## src/common/smrc_pkg.sv

```systemverilog
package smrc_pkg;

   localparam int SMRC_ADDR_W = 8;
   localparam int SMRC_DATA_W = 8;

   // Register offsets
   localparam logic [SMRC_ADDR_W-1:0] SMRC_CTRL_OFS = 8'hff;
   localparam logic [SMRC_ADDR_W-1:0] SMRC_RESET_SOURCE_REGISTER_OFS = 8'hef;
   localparam logic [SMRC_ADDR_W-1:0] SMRC_IRQCFG_OFS = 8'hf0;
   localparam logic [SMRC_ADDR_W-1:0] SMRC_STATUS_OFS = 8'hf1;

   // Field positions
   localparam int SMRC_CTRL_ON_BIT = 7;
   localparam int SMRC_CTRL_ABOVE_BIT = 6;
   localparam int SMRC_CTRL_WARN_BIT = 5;
   localparam int SMRC_RESET_SOURCE_REGISTER_POR_BIT = 1;
   localparam int SMRC_IRQCFG_EN_BIT = 0;
   localparam int SMRC_STATUS_PF_BIT = 0;
   localparam int SMRC_STATUS_HOLD_BIT = 1;

   // Reset values
   localparam logic SMRC_ON_RST = 1'b1;
   localparam logic SMRC_SEL_RST = 1'b1;
   localparam logic SMRC_POR_RST = 1'b1;
   localparam logic SMRC_IRQEN_RST = 1'b0;
   localparam logic SMRC_PF_RST = 1'b0;
   localparam logic [SMRC_DATA_W-1:0] SMRC_RD_RST = 8'h00;

   // Comparator channels
   localparam int SMRC_NUM_CMP = 2;
   localparam int SMRC_CMP_RST_IDX = 0;
   localparam int SMRC_CMP_WARN_IDX = 1;
   localparam logic [SMRC_NUM_CMP-1:0] SMRC_SYNC_RST = 2'h3;

   typedef enum logic [0:0]
   {
      SMRC_RUN = 1'b0,
      SMRC_HOLD = 1'b1
   } smrc_state_e;

endpackage

```

## src/common/smrc_sync_if.sv

```systemverilog
`timescale 1ns/1ps
interface smrc_sync_if;
   logic [smrc_pkg::SMRC_NUM_CMP-1:0] raw;
   logic [smrc_pkg::SMRC_NUM_CMP-1:0] synced;

   modport owner (output raw, input synced);
   modport syncr (input raw, output synced);
endinterface

```

## src/design/smrc_sync.sv

```systemverilog
`timescale 1ns/1ps
module smrc_sync
(
   input wire logic ref_clk,
   input wire logic resetn,
   smrc_sync_if.syncr cmp
);
   import smrc_pkg::*;

   typedef struct packed
   {
      logic [SMRC_NUM_CMP-1:0] stage1;
      logic [SMRC_NUM_CMP-1:0] stage2;
   } smrc_sync_s;

   smrc_sync_s st;
   smrc_sync_s next_st;

   // Reset to "above" so a fresh power-on does not see a false dip
   always_comb
   begin
      next_st = st;
      next_st.stage1 = cmp.raw;
      next_st.stage2 = st.stage1;
   end

   always_ff @(posedge ref_clk or negedge resetn)
   begin
      if (!resetn)
      begin
         st <= '{stage1: SMRC_SYNC_RST, stage2: SMRC_SYNC_RST};
      end
      else
      begin
         st <= next_st;
      end
   end

   genvar i;
   generate
      for (i = 0; i < SMRC_NUM_CMP; i++)
      begin : g_out
         assign cmp.synced[i] = st.stage2[i];
      end
   endgenerate

endmodule // smrc_sync

```

## src/design/smrc_top.sv

```systemverilog
// Function
// - Power-on and power-fail resets leave the monitor on and selected as reset source.
// - Monitor on and selected, supply below reset level: drive reset pin, hold core.
// - After a power-fail reset the power-on flag and select bit read one.
// - Only power-on and power-fail resets change monitor enable and selection.
// - Sleep inhibits the power-fail reset; stored settings return on wake.
// - Early-warning bit is zero at or below warning level, one above it.
// - Early-warning status drives an interrupt request that software can enable.
// - Flash erase or write with monitor off gives a flash-error system reset.
// - Leaving a monitor reset adds no power-on delay; ends when supply recovers.
// - Selecting the monitor lets it assert reset at once, even unsettled.
// - Control bit 7 turns the monitor on; it resets only when also selected.
// - Read-only bit 6 shows supply above the reset level live.
// - Read-only bit 5 shows the live early-warning supply status.
// - Control bits 4 to 2 read zero; software writes zero there.
// - Control bits 1 to 0 read zero; writes to them do nothing.
// - Power-on/select bit sits at bit 1 of reset-source register, set after power-on.
// - Other resets clear the power-on flag.
`timescale 1ns/1ps
module smrc_top
(
   input wire logic ref_clk,
   input wire logic resetn,
   input wire logic [smrc_pkg::SMRC_ADDR_W-1:0] regAddr,
   input wire logic [smrc_pkg::SMRC_DATA_W-1:0] regWrData,
   input wire logic regWrite,
   input wire logic regRead,
   output logic [smrc_pkg::SMRC_DATA_W-1:0] regRdData,
   input wire logic supplyAboveResetRaw,
   input wire logic supplyAboveWarnRaw,
   input wire logic sleepMode,
   input wire logic otherResetReq,
   input wire logic flashWriteReq,
   output logic supplyMonitorOn,
   output logic rstPinOut,
   output logic rstPinOe,
   output logic coreResetHold,
   output logic flashErrorReset,
   output logic earlyWarnIrq
);
   import smrc_pkg::*;

   typedef struct packed
   {
      smrc_state_e state;
      logic on;
      logic sel;
      logic porFlag;
      logic irqEn;
      logic pfSticky;
      logic [SMRC_DATA_W-1:0] rdData;
      logic rstOut;
      logic rstOe;
      logic coreHold;
      logic flashErr;
      logic irq;
   } smrc_top_s;

   localparam smrc_top_s ST_RST = '{
      state: SMRC_RUN,
      on: SMRC_ON_RST,
      sel: SMRC_SEL_RST,
      porFlag: SMRC_POR_RST,
      irqEn: SMRC_IRQEN_RST,
      pfSticky: SMRC_PF_RST,
      rdData: SMRC_RD_RST,
      rstOut: 1'b1,
      rstOe: 1'b0,
      coreHold: 1'b0,
      flashErr: 1'b0,
      irq: 1'b0
   };

   smrc_top_s st;
   smrc_top_s next_st;

   logic aboveRst;
   logic aboveWarn;
   logic resetArmed;
   logic holdNext;
   logic busLive;
   logic hitCtrl;
   logic hitRstSrc;
   logic hitIrqCfg;
   logic hitStatus;
   logic wrCtrl;
   logic wrRstSrc;
   logic wrIrqCfg;
   logic wrStatus;
   logic dipSeen;
   logic flashFault;

   smrc_sync_if cmp ();

   assign cmp.raw[SMRC_CMP_RST_IDX] = supplyAboveResetRaw;
   assign cmp.raw[SMRC_CMP_WARN_IDX] = supplyAboveWarnRaw;

   smrc_sync u_sync
   (
      .ref_clk(ref_clk),
      .resetn(resetn),
      .cmp(cmp)
   );

   assign aboveRst = cmp.synced[SMRC_CMP_RST_IDX];
   assign aboveWarn = cmp.synced[SMRC_CMP_WARN_IDX];

   // Stored enable and select are untouched in sleep, so waking restores them
   assign resetArmed = st.on & st.sel & ~sleepMode;

   // Requests from a held core are dropped, never queued
   assign busLive = (st.state == SMRC_RUN);
   assign hitCtrl = (regAddr == SMRC_CTRL_OFS);
   assign hitRstSrc = (regAddr == SMRC_RESET_SOURCE_REGISTER_OFS);
   assign hitIrqCfg = (regAddr == SMRC_IRQCFG_OFS);
   assign hitStatus = (regAddr == SMRC_STATUS_OFS);
   assign wrCtrl = regWrite & busLive & hitCtrl;
   assign wrRstSrc = regWrite & busLive & hitRstSrc;
   assign wrIrqCfg = regWrite & busLive & hitIrqCfg;
   assign wrStatus = regWrite & busLive & hitStatus;

   assign dipSeen = resetArmed & ~aboveRst;
   // Checks enable only; selection does not guard flash
   assign flashFault = flashWriteReq & ~st.on & busLive;

   // Bits 4:0 hold no storage, so they always read zero
   function automatic logic [SMRC_DATA_W-1:0] ctrl_image
   (
      input logic monOn,
      input logic above,
      input logic warnOk
   );
      logic [SMRC_DATA_W-1:0] img;
      img = SMRC_RD_RST;
      img[SMRC_CTRL_ON_BIT] = monOn;
      img[SMRC_CTRL_ABOVE_BIT] = above;
      img[SMRC_CTRL_WARN_BIT] = warnOk;
      return img;
   endfunction

   // Reads the flag, while writes land in the select flop
   function automatic logic [SMRC_DATA_W-1:0] reset_source_register_image
   (
      input logic flag
   );
      logic [SMRC_DATA_W-1:0] img;
      img = SMRC_RD_RST;
      img[SMRC_RESET_SOURCE_REGISTER_POR_BIT] = flag;
      return img;
   endfunction

   function automatic logic [SMRC_DATA_W-1:0] irqcfg_image
   (
      input logic enable
   );
      logic [SMRC_DATA_W-1:0] img;
      img = SMRC_RD_RST;
      img[SMRC_IRQCFG_EN_BIT] = enable;
      return img;
   endfunction

   // Hold bit reads zero: a held core cannot read at all
   function automatic logic [SMRC_DATA_W-1:0] status_image
   (
      input logic pfSeen
   );
      logic [SMRC_DATA_W-1:0] img;
      img = SMRC_RD_RST;
      img[SMRC_STATUS_PF_BIT] = pfSeen;
      img[SMRC_STATUS_HOLD_BIT] = 1'b0;
      return img;
   endfunction

   // One byte per address; unmapped reads give zero
   function automatic logic [SMRC_DATA_W-1:0] read_mux
   (
      input logic [SMRC_ADDR_W-1:0] addr,
      input smrc_top_s cur,
      input logic above,
      input logic warnOk
   );
      logic [SMRC_DATA_W-1:0] img;
      case (addr)
         SMRC_CTRL_OFS:
         begin
            img = ctrl_image(cur.on, above, warnOk);
         end
         SMRC_RESET_SOURCE_REGISTER_OFS:
         begin
            img = reset_source_register_image(cur.porFlag);
         end
         SMRC_IRQCFG_OFS:
         begin
            img = irqcfg_image(cur.irqEn);
         end
         SMRC_STATUS_OFS:
         begin
            img = status_image(cur.pfSticky);
         end
         default:
         begin
            img = SMRC_RD_RST;
         end
      endcase
      return img;
   endfunction

   // Software writes only; the hold logic may still override them
   function automatic smrc_top_s write_update
   (
      input smrc_top_s cur,
      input logic [SMRC_DATA_W-1:0] data,
      input logic toCtrl,
      input logic toRstSrc,
      input logic toIrqCfg,
      input logic toStatus
   );
      smrc_top_s upd;
      upd = cur;
      if (toCtrl)
      begin
         // Only bit 7 is stored; the rest is dropped
         upd.on = data[SMRC_CTRL_ON_BIT];
      end
      if (toRstSrc)
      begin
         // Takes effect next cycle, no settling guard
         upd.sel = data[SMRC_RESET_SOURCE_REGISTER_POR_BIT];
      end
      if (toIrqCfg)
      begin
         upd.irqEn = data[SMRC_IRQCFG_EN_BIT];
      end
      if (toStatus && data[SMRC_STATUS_PF_BIT])
      begin
         upd.pfSticky = 1'b0;
      end
      return upd;
   endfunction

   // Power-fail hold; forced bits leave the monitor armed on release
   function automatic smrc_top_s hold_step
   (
      input smrc_top_s cur,
      input smrc_top_s upd,
      input logic dip,
      input logic above
   );
      smrc_top_s res;
      res = upd;
      case (cur.state)
         SMRC_RUN:
         begin
            if (dip)
            begin
               res.state = SMRC_HOLD;
               res.on = 1'b1;
               res.sel = 1'b1;
               res.porFlag = 1'b1;
               res.pfSticky = 1'b1;
            end
         end
         SMRC_HOLD:
         begin
            res.on = 1'b1;
            res.sel = 1'b1;
            res.porFlag = 1'b1;
            if (above)
            begin
               // No extra delay on release
               res.state = SMRC_RUN;
            end
         end
         default:
         begin
            res.state = SMRC_RUN;
         end
      endcase
      return res;
   endfunction

   always_comb
   begin
      next_st = st;
      next_st.flashErr = 1'b0;
      next_st.rdData = SMRC_RD_RST;

      // Core is held during a monitor reset, so its bus is ignored then
      if (regRead && busLive)
      begin
         next_st.rdData = read_mux(regAddr, st, aboveRst, aboveWarn);
      end

      next_st = write_update(next_st, regWrData, wrCtrl, wrRstSrc, wrIrqCfg, wrStatus);

      // Non-power reset clears the flag but keeps enable and select
      if (otherResetReq)
      begin
         next_st.porFlag = 1'b0;
      end

      // Hardware sets come last so they win over a same-cycle clear
      next_st = hold_step(st, next_st, dipSeen, aboveRst);

      holdNext = (next_st.state == SMRC_HOLD);
      next_st.coreHold = holdNext;
      next_st.rstOe = holdNext;
      next_st.rstOut = ~holdNext;

      if (flashFault)
      begin
         next_st.flashErr = 1'b1;
      end

      // Request stands while supply is at or below warning level
      next_st.irq = st.irqEn & ~aboveWarn;
   end

   always_ff @(posedge ref_clk or negedge resetn)
   begin
      if (!resetn)
      begin
         st <= ST_RST;
      end
      else
      begin
         st <= next_st;
      end
   end

   assign regRdData = st.rdData;
   assign supplyMonitorOn = st.on;
   assign rstPinOut = st.rstOut;
   assign rstPinOe = st.rstOe;
   assign coreResetHold = st.coreHold;
   assign flashErrorReset = st.flashErr;
   assign earlyWarnIrq = st.irq;

endmodule // smrc_top

```

## config.mk

```make
export PLATFORM = sky130hd
export DESIGN_NAME = smrc_top
export DESIGN_NICKNAME = d
export VERILOG_FILES = /design/src/common/smrc_pkg.sv /design/src/common/smrc_sync_if.sv /design/src/design/smrc_sync.sv /design/src/design/smrc_top.sv
export SDC_FILE = /design/constraint.sdc
export NUM_CORES = 1
export LEC_CHECK = 0
export ABC_AREA = 0
export BUFFER_PORTS_ARGS = -buffer_cell sky130_fd_sc_hd__buf_2
export CELL_PAD_IN_SITES_DETAIL_PLACEMENT = 0
export CELL_PAD_IN_SITES_GLOBAL_PLACEMENT = 1
export CORE_ASPECT_RATIO = 1.25
export CORE_MARGIN = 5
export CORE_UTILIZATION = 35
export DETAILED_ROUTE_END_ITERATION = 10
export PLACE_DENSITY_LB_ADDON = 0.1
export SLEW_MARGIN = 30
export SYNTH_ARGS = -nofsm -noshare
export SYNTH_HDL_FRONTEND = slang
export SYNTH_SLANG_ARGS = --single-unit
```

## constraint.sdc

```tcl
create_clock -name ref_clk -period 2.1 [get_ports ref_clk]
set_input_delay 0.105 -clock ref_clk [delete_from_list [all_inputs] [get_ports ref_clk]]
set_output_delay 0.105 -clock ref_clk [all_outputs]
set_load 0.02 [all_outputs]
```

# Yosys cells after proc, flatten, opt, wreduce, memory -nomap -nowiden
# Index checks and enable logic that the tools add are counted.
[word_totals]
input_bits = 25
output_inout_bits = 14
ff_bits = 21
wordCells = 50
[classes]
bitwise = 17
n_mux = 12
eq_ne = 7
n_reduce_logical = 2
[op_table]
columns = ["operator", "n"]
rows = [
  ["== test 8 bit (second input constant)", 4],
  ["case mux 8 bit (4 select lines)", 1],
  ["AND 1 bit", 11],
  ["two-way mux 1 bit", 8],
  ["two-way mux 8 bit", 1],
  ["case mux 4 bit (2 select lines)", 1],
  ["!= test 3 x 1 -> 1 bit (second input constant)", 2],
  ["NOT 1 bit", 6],
  ["two-way mux 4 bit", 1],
  ["!= test 3 x 2 -> 1 bit (second input constant)", 1],
  ["logical AND 1 bit", 2],
]

# Depth between registers and ports, before layout
# Gate-level depths: netlist (run 1).
[depth]
ltp_word = 7
ltp_mapped = 3
mapped_depth_nobuf = 3

# Modules after synthesis
# Synthesis (run 1) repeated with hierarchy kept, for this count alone.
[unflattened]
cells_unflattened = 68
area_unflattened_um2 = 793.3
[by_module_without_submodules]
columns = ["mod", "seq_area_each_um2", "cells_each", "area_per_inst_um2", "n_inst"]
rows = [
  ["smrc_top", 355.3, 64, 688.2, 1],
  ["smrc_sync", 105.1, 4, 105.1, 1],
]

# Least setup slack after synthesis (run 1)
# No wires, ideal clock.
[synth_path]
kind = "reg2reg"
start = "register coreResetHold (netlist name)"
end = "register st[14] (netlist bit)"
t_required_ns = 1.972
period_less_slack_ns = 1.355
setup_ns = 0.128
stages_incl_launch_ff = 4
t_arrival_ns = 1.227
n_path_buf = 0
path_slack_ns = 0.745
cell_sequence = "dfrtp_1 > nand2b_1 > nor4_4 > mux2_1"
[synth_lines]
columns = ["item", "line", "source"]
rows = [
  ["end signal: assignment", "smrc_top.sv:327", "st <= next_st;"],
  ["end: declaration", "smrc_top.sv:74", "smrc_top_s st;"],
]

==> flow_metrics.py, run 1 <==
metrics = {
    "routing": {
        "dr_total_vias": 544,
        "dr.pass1.iters": 4,
        "drc": 0,
        "wirelength_mm": 1.44,
        "vias_per_cell": 4.32,
        "ant_nets": 0,
        "routedWlPerCell_um": 11.5,
        "drtIter0Drc": 7,
    },
    "final_layout": {
        "n_fill_cell": 216,
        "final_util_pct": 45.4,
        "layout-drive-gt1-share_pct": 48.4,
        "final_common_cell": "buf_2",
        "area_growth_pct": 26.4,
        "diodes": 0,
        "stdcell_count": 126,
        "layout_common_cells": "buf_2, dfrtp_1, dfstp_2",
        "fin_nets": 121,
    },
    "critical_path": {
        "slowest_stage": "dfrtp_1",
        "arrival_ns": 1.60,
        "r2r_start": "coreResetHold$_DFF_PN0_",
        "endpoint_kind": "flip-flop",
        "required_ns": 2.33,
        "ff2ff_setup_slack_ns": 0.73,
        "start_kind": "flip-flop",
        "critPathMaxStageDelay_ns": 0.49,
        "critPathLaunch": "coreResetHold$_DFF_PN0_",
        "crit_type": "reg2reg",
        "crit_chain": "nand2b_1, nor4_1, and2_1",
        "crit_family": "simple AND/OR/NAND/NOR gates",
        "cp_max_fo": 10,
        "path_buf_inv": 0,
    },
    "floorplan": {
        "initial_core_util_pct": 35.9,
        "rows": 19,
        "die_h_um": 62.7,
        "die_w_um": 52.1,
        "pin_count": 39,
        "dieArea_um2": 3270,
        "core_area_um2": 2160,
    },
    "power_and_ir_drop": {
        "seqPwrFrac_pct": 56.9,
        "ir_drop_v": 0.000464,
        "p_sw_mw": 0.150,
        "p_int_mw": 0.498,
        "power.density_nw_per_um2": 660,
        "p_sw_share_pct": 23.1,
        "p_clk_share_pct": 32.3,
        "leakage_nw": 0.479,
        "p_comb_share_pct": 10.8,
    },
    "clock_network": {
        "cts_tree": "yes",
        "numCtsBuffers": 3,
        "htreeDepth": 1,
        "clock_sinks": 18,
        "cts.path.max_buffers": 2,
        "insertion_delay_ns": 0.28,
        "postCtsSetupBuffers": 0,
        "ctsResizeCount": 0,
        "cts.clk_slew.worst_paths_ns": 0.10,
        "root_buffer": "clkbuf_4",
        "hold_buffers": 4,
    },
    "run": {
        "maxCapViolations": 0,
    },
    "worst_hold_path": {
        "hold_path.startpoint": "flashWriteReq",
        "hold_path_class": "in2reg",
    },
    "sta": {
        "fin_skew_ns": 0.00200,
        "min_period_over_period_pct": 65.3,
        "hold_violations": 0,
        "timing.hold.ws_ns": 0.0173,
        "timing.final.ws_setup_ns": 0.728,
        "fin_setup_tns_ns": 0,
        "setup_viol": 0,
        "drv_slew": 0,
        "rsz0062_at_grt": "false",
        "period_minus_slack_ns": 1.37,
        "fmax_ghz": 0.729,
    },
    "synth": {
        "netlist_area_um2": 777,
        "synthMuxAreaShare_pct": 5.31,
        "synth-seq-cells": 18,
        "synth_compound_area_share_pct": 2.42,
        "synthCells": 64,
        "ys_types": 24,
        "synth_xor_area_share_pct": 0,
        "yosys_warnings": 0,
        "ys_seq_area_share_pct": 59.3,
        "synth_top_family_by_area": "simple AND/OR/NAND/NOR gates",
        "avgSynthCellArea_um2": 12.1,
        "post_synth_fa_ha_maj_area_fraction_pct": 0,
        "synth-simple-area-share_pct": 22.4,
    },
    "placement": {
        "dp_hpwl_mm": 1.15,
        "place_congestion": 0.657,
        "io_buffers": 30,
        "placed_cells_incl_taps": 118,
        "preCtsSetupSlack_ns": 0.636,
    },
    "global_route": {
        "grt_use_met3_pct": 2.15,
        "use_met1_pct": 12.0,
        "grt_usage_pct": 10.0,
        "grt_pass1_vias": 591,
        "grt_pass1_wl_mm": 2.48,
        "antenna_found_initial": 0,
        "grt_overflow": 0,
        "grt_util_met2_pct": 16.7,
        "grt_max_degree": 19,
        "grt-busiest-layer": "met2",
    },
    "run_status": {
        "status": "completed",
    },
}
-- cells by family (layout without fill, tap and decap cells) --
| kind of cell | count (synthesis) | in the layout |
|---|---|---|
| AND/OR/NAND/NOR | 26 | 26 |
| AO/OA/AOI/OAI | 3 | 3 |
| multiplexers | 4 | 4 |
| flip-flops | 18 | 18 |
| other | 1 | 3 |
| buffers and inverters | 12 | 41 |
-- worst reg2reg max path: cells and delay by family, from the launching register on --
kind | cells | cell delay, ns
simple gates | 3 | 0.83
flops | 1 | 0.49
-- synth_stat cells (all sizes together) --
library cell	count	area, µm²
nand4	1	6.26
or2	1	6.26
nor2b	1	6.26
nand3	1	5.00
or3	1	6.26
nor2	4	15.0
inv	3	11.3
or4b	1	13.8
mux2i	3	30.0
o21ai	2	10.0
dfrtp	10	250
and4bb	1	12.5
nor4	5	46.3
and2	4	25.0
mux2	1	11.3
nor3	3	15.0
dfstp	8	210
nand2b	2	12.5
nand2	1	3.75
conb	1	3.75
buf	9	67.6
o41ai	1	8.76
-- layout make-up --
cell class	instances	area, µm²	area share [%]
Tap cell	31	38.8	3.95
Timing Repair Buffer	34	190	19.4
Multi-Input combinational cell	36	245	25.0
Inverter	3	11.3	1.15
Clock buffer	4	36.3	3.69
Sequential cell	18	460	46.9
-- path summary, 6_finish.rpt --
kind                       depth (start not counted)                              to
min in group asynchronous                          2          regRdData[5]$_DFF_PN0_
min reg2reg                                        0  u_sync.cmp.synced[1]$_DFF_PN1_
max in group asynchronous                          2     supplyMonitorOn$_DFFE_PN1P_
max reg2reg                                        3          regRdData[7]$_DFF_PN0_
max                                                3          regRdData[7]$_DFF_PN0_
min                                                2       flashErrorReset$_DFF_PN0_
-- power by group through the flow --
stage	clock, mW	combinational, mW	sequential [mW]
5_1_grt	0.234	0.0789	0.371
2_1_floorplan	0	0.0329	0.378
4_1_cts	0.216	0.0714	0.369
6_report	0.209	0.0700	0.369
3_5_place_dp	0	0.0657	0.375
3_3_place_gp	0	0.0648	0.376
-- layer usage --
metal,vias up,share of wire [%]
li1,270,-
met1,256,44
met2,16,50
met3,2,5.5
met4,0,0.97
met5,-,0
-- per-stage QoR --
| stage | power (mW) | cell area (µm²) |
|---|---|---|
| after floorplan | 0.411 | 785 |
| after global placement | 0.440 | 906 |
| after detailed placement | 0.441 | 906 |
| after CTS | 0.657 | 982 |
| after global routing | 0.684 | 982 |
| final | 0.648 | 982 |
-- flip-flops by register name, indices dropped and copies added (netlist names) --
signal,cells
flashErrorReset,1
earlyWarnIrq,1
st,4
rstPinOut,1
u_sync.cmp.synced,2
supplyMonitorOn,1
u_sync.next_st,2
regRdData,5
coreResetHold,1
No activity file was read; power rests on OpenSTA's default activity.
==> run 2, diff against run 1 <==
CORE_UTILIZATION = 29   (was 35)
clock period = 1.1 ns   (was 2.1 ns; I/O delays follow)
==> run 2 against run 1 <==
The run now ends with setup timing left. Fmax up 14%. First-iteration DRC count up 110%. Final cell count up 15%. Worst setup slack worse by 0.84 ns. Clock skew up 0.0092 ns. Combinational power rose to 3.2 times the previous value. Global-route usage down 0.29 points. Wire length up 25%. Clock-buffer cell count unchanged. Largest power group unchanged.
==> flow_metrics.py, run 2 (same netlist as run 1, synthesis figures left out) <==
metrics = {
    "sta": {
        "rsz0062_at_grt": "true",
        "drv_slew": 0,
        "fmax_ghz": 0.828,
        "timing.final.ws_setup_ns": -0.108,
        "fin_setup_tns_ns": -0.629,
        "fin_skew_ns": 0.0112,
        "setup_viol": 10,
        "min_period_over_period_pct": 110,
        "hold_violations": 0,
        "period_minus_slack_ns": 1.21,
    },
    "clock_network": {
        "htreeDepth": 1,
        "root_buffer": "clkbuf_4",
        "cts_tree": "yes",
        "numCtsBuffers": 3,
        "cts.path.max_buffers": 2,
        "clock_sinks": 18,
        "insertion_delay_ns": 0.29,
        "cts.clk_slew.worst_paths_ns": 0.11,
    },
    "placement": {
        "preCtsSetupSlack_ns": -0.306,
        "dp_hpwl_mm": 1.30,
        "io_buffers": 30,
        "placed_cell_area_um2": 998,
        "place_congestion": 0.664,
        "placed_cells_incl_taps": 130,
    },
    "run": {
        "maxCapViolations": 0,
    },
    "routing": {
        "drc": 0,
        "drtIter0Drc": 15,
        "dr_total_vias": 618,
        "ant_nets": 0,
        "vias_per_cell": 4.26,
        "wirelength_mm": 1.80,
        "dr.pass1.iters": 2,
        "routedWlPerCell_um": 12.4,
    },
    "floorplan": {
        "pin_count": 39,
        "core_area_um2": 2630,
        "rows": 21,
        "die_h_um": 67.9,
        "dieArea_um2": 3820,
        "die_w_um": 56.3,
        "initial_core_util_pct": 29.6,
    },
    "worst_hold_path": {
        "hold_path.startpoint": "regAddr[4]",
        "hold_path_class": "in2reg",
    },
    "final_layout": {
        "area_growth_pct": 60.5,
        "final_common_cell": "buf_2",
        "fin_nets": 137,
        "stdcell_count": 145,
        "layout_common_cells": "buf_2, buf_4, dfrtp_1, dfstp_2",
        "final_cell_area_um2": 1250,
        "layout-drive-gt1-share_pct": 67.6,
        "n_fill_cell": 269,
        "diodes": 0,
        "largest_reg_flops": 5,
    },
    "critical_path": {
        "critPathLaunch": "coreResetHold$_DFF_PN0_",
        "required_ns": 1.32,
        "r2r_start": "coreResetHold$_DFF_PN0_",
        "start_kind": "flip-flop",
        "endpoint_kind": "flip-flop",
        "arrival_ns": 1.43,
        "crit_type": "reg2reg",
        "cp_max_fo": 3,
    },
    "global_route": {
        "grt_overflow": 0,
        "grt_max_degree": 19,
        "grt_pass1_wl_mm": 2.81,
        "antenna_found_initial": 0,
        "grt_usage_pct": 9.75,
        "grt_pass1_vias": 649,
    },
    "power_and_ir_drop": {
        "ir_drop_v": 0.000740,
        "leakage_nw": 0.590,
        "power.density_nw_per_um2": 1070,
        "power_mw": 1.33,
    },
    "run_status": {
        "status": "finished, violations left",
        "violations": "setup timing",
    },
}
==> run 2: layer usage <==
| metal | share of wire, % | up-vias | GRT usage [%] |
|---|---|---|---|
| li1 | - | 301 | - |
| met2 | 55 | 17 | 16.8 |
| met1 | 38 | 298 | 11.2 |
| met3 | 6.3 | 2 | 3.02 |
| met5 | 0 | - | 0 |
| met4 | 0.45 | 0 | 4.45 |
==> run 2: critical path, stage by stage, from the launching register on <==
cell      delay [ns]
dfrtp_2         0.43
nand2b_4        0.15
or3_1           0.38
nor3_2          0.18
==> run 2: path summary, 6_finish.rpt <==
path | slack [ns] | cells after the start | endpoint
setup / recovery | -0.11 | 3 | regRdData[1]$_DFF_PN0_
hold / removal | 0.04 | 3 | regRdData[1]$_DFF_PN0_
setup reg to reg | -0.11 | 3 | regRdData[1]$_DFF_PN0_
hold reg to reg | 0.36 | 0 | u_sync.cmp.synced[1]$_DFF_PN1_
max in group asynchronous | 0.56 | 2 | u_sync.next_st[0]$_DFF_PN1_
min in group asynchronous | 0.20 | 2 | st[14]$_DFFE_PN0P_
==> run 2: layout make-up <==
type / instances / area (µm²) / area share [%]
repair buffers: 50 / 345 / 27.7
flip-flops and latches: 18 / 462 / 37.0
inverters: 3 / 11.3 / 0.903
well taps: 34 / 42.5 / 3.41
multi-input cells: 36 / 350 / 28.1
clock buffers: 4 / 36.3 / 2.91
==> run 2: stage by stage <==
step	utilization [%]	hold slack (ns)
global route	47.5	0.0324
global placement	38.0	0.0120
CTS	44.7	0.0245
floorplan	-	-0.241
finish	47.5	0.0384
detailed placement	38.0	0.0130
==> run 2: what timing repair did <==
item | 4_1_cts | 5_1_grt
hold buffers | 6 | 0
gates cloned | 0 | 0
endpoints found under the setup margin | 14 | 15
gates resized for setup | 11 | 15
endpoints found under the hold margin | 17 | 0
pin swaps | 4 | 3
buffers inserted | 3 | 2
==> run 2: report_power, final <==
group	leakage (nW)	internal, mW	switching [mW]
sequential	0.216	0.693	0.00851
combinational	0.353	0.113	0.114
clock	0.0210	0.201	0.202
total	0.590	1.01	0.324
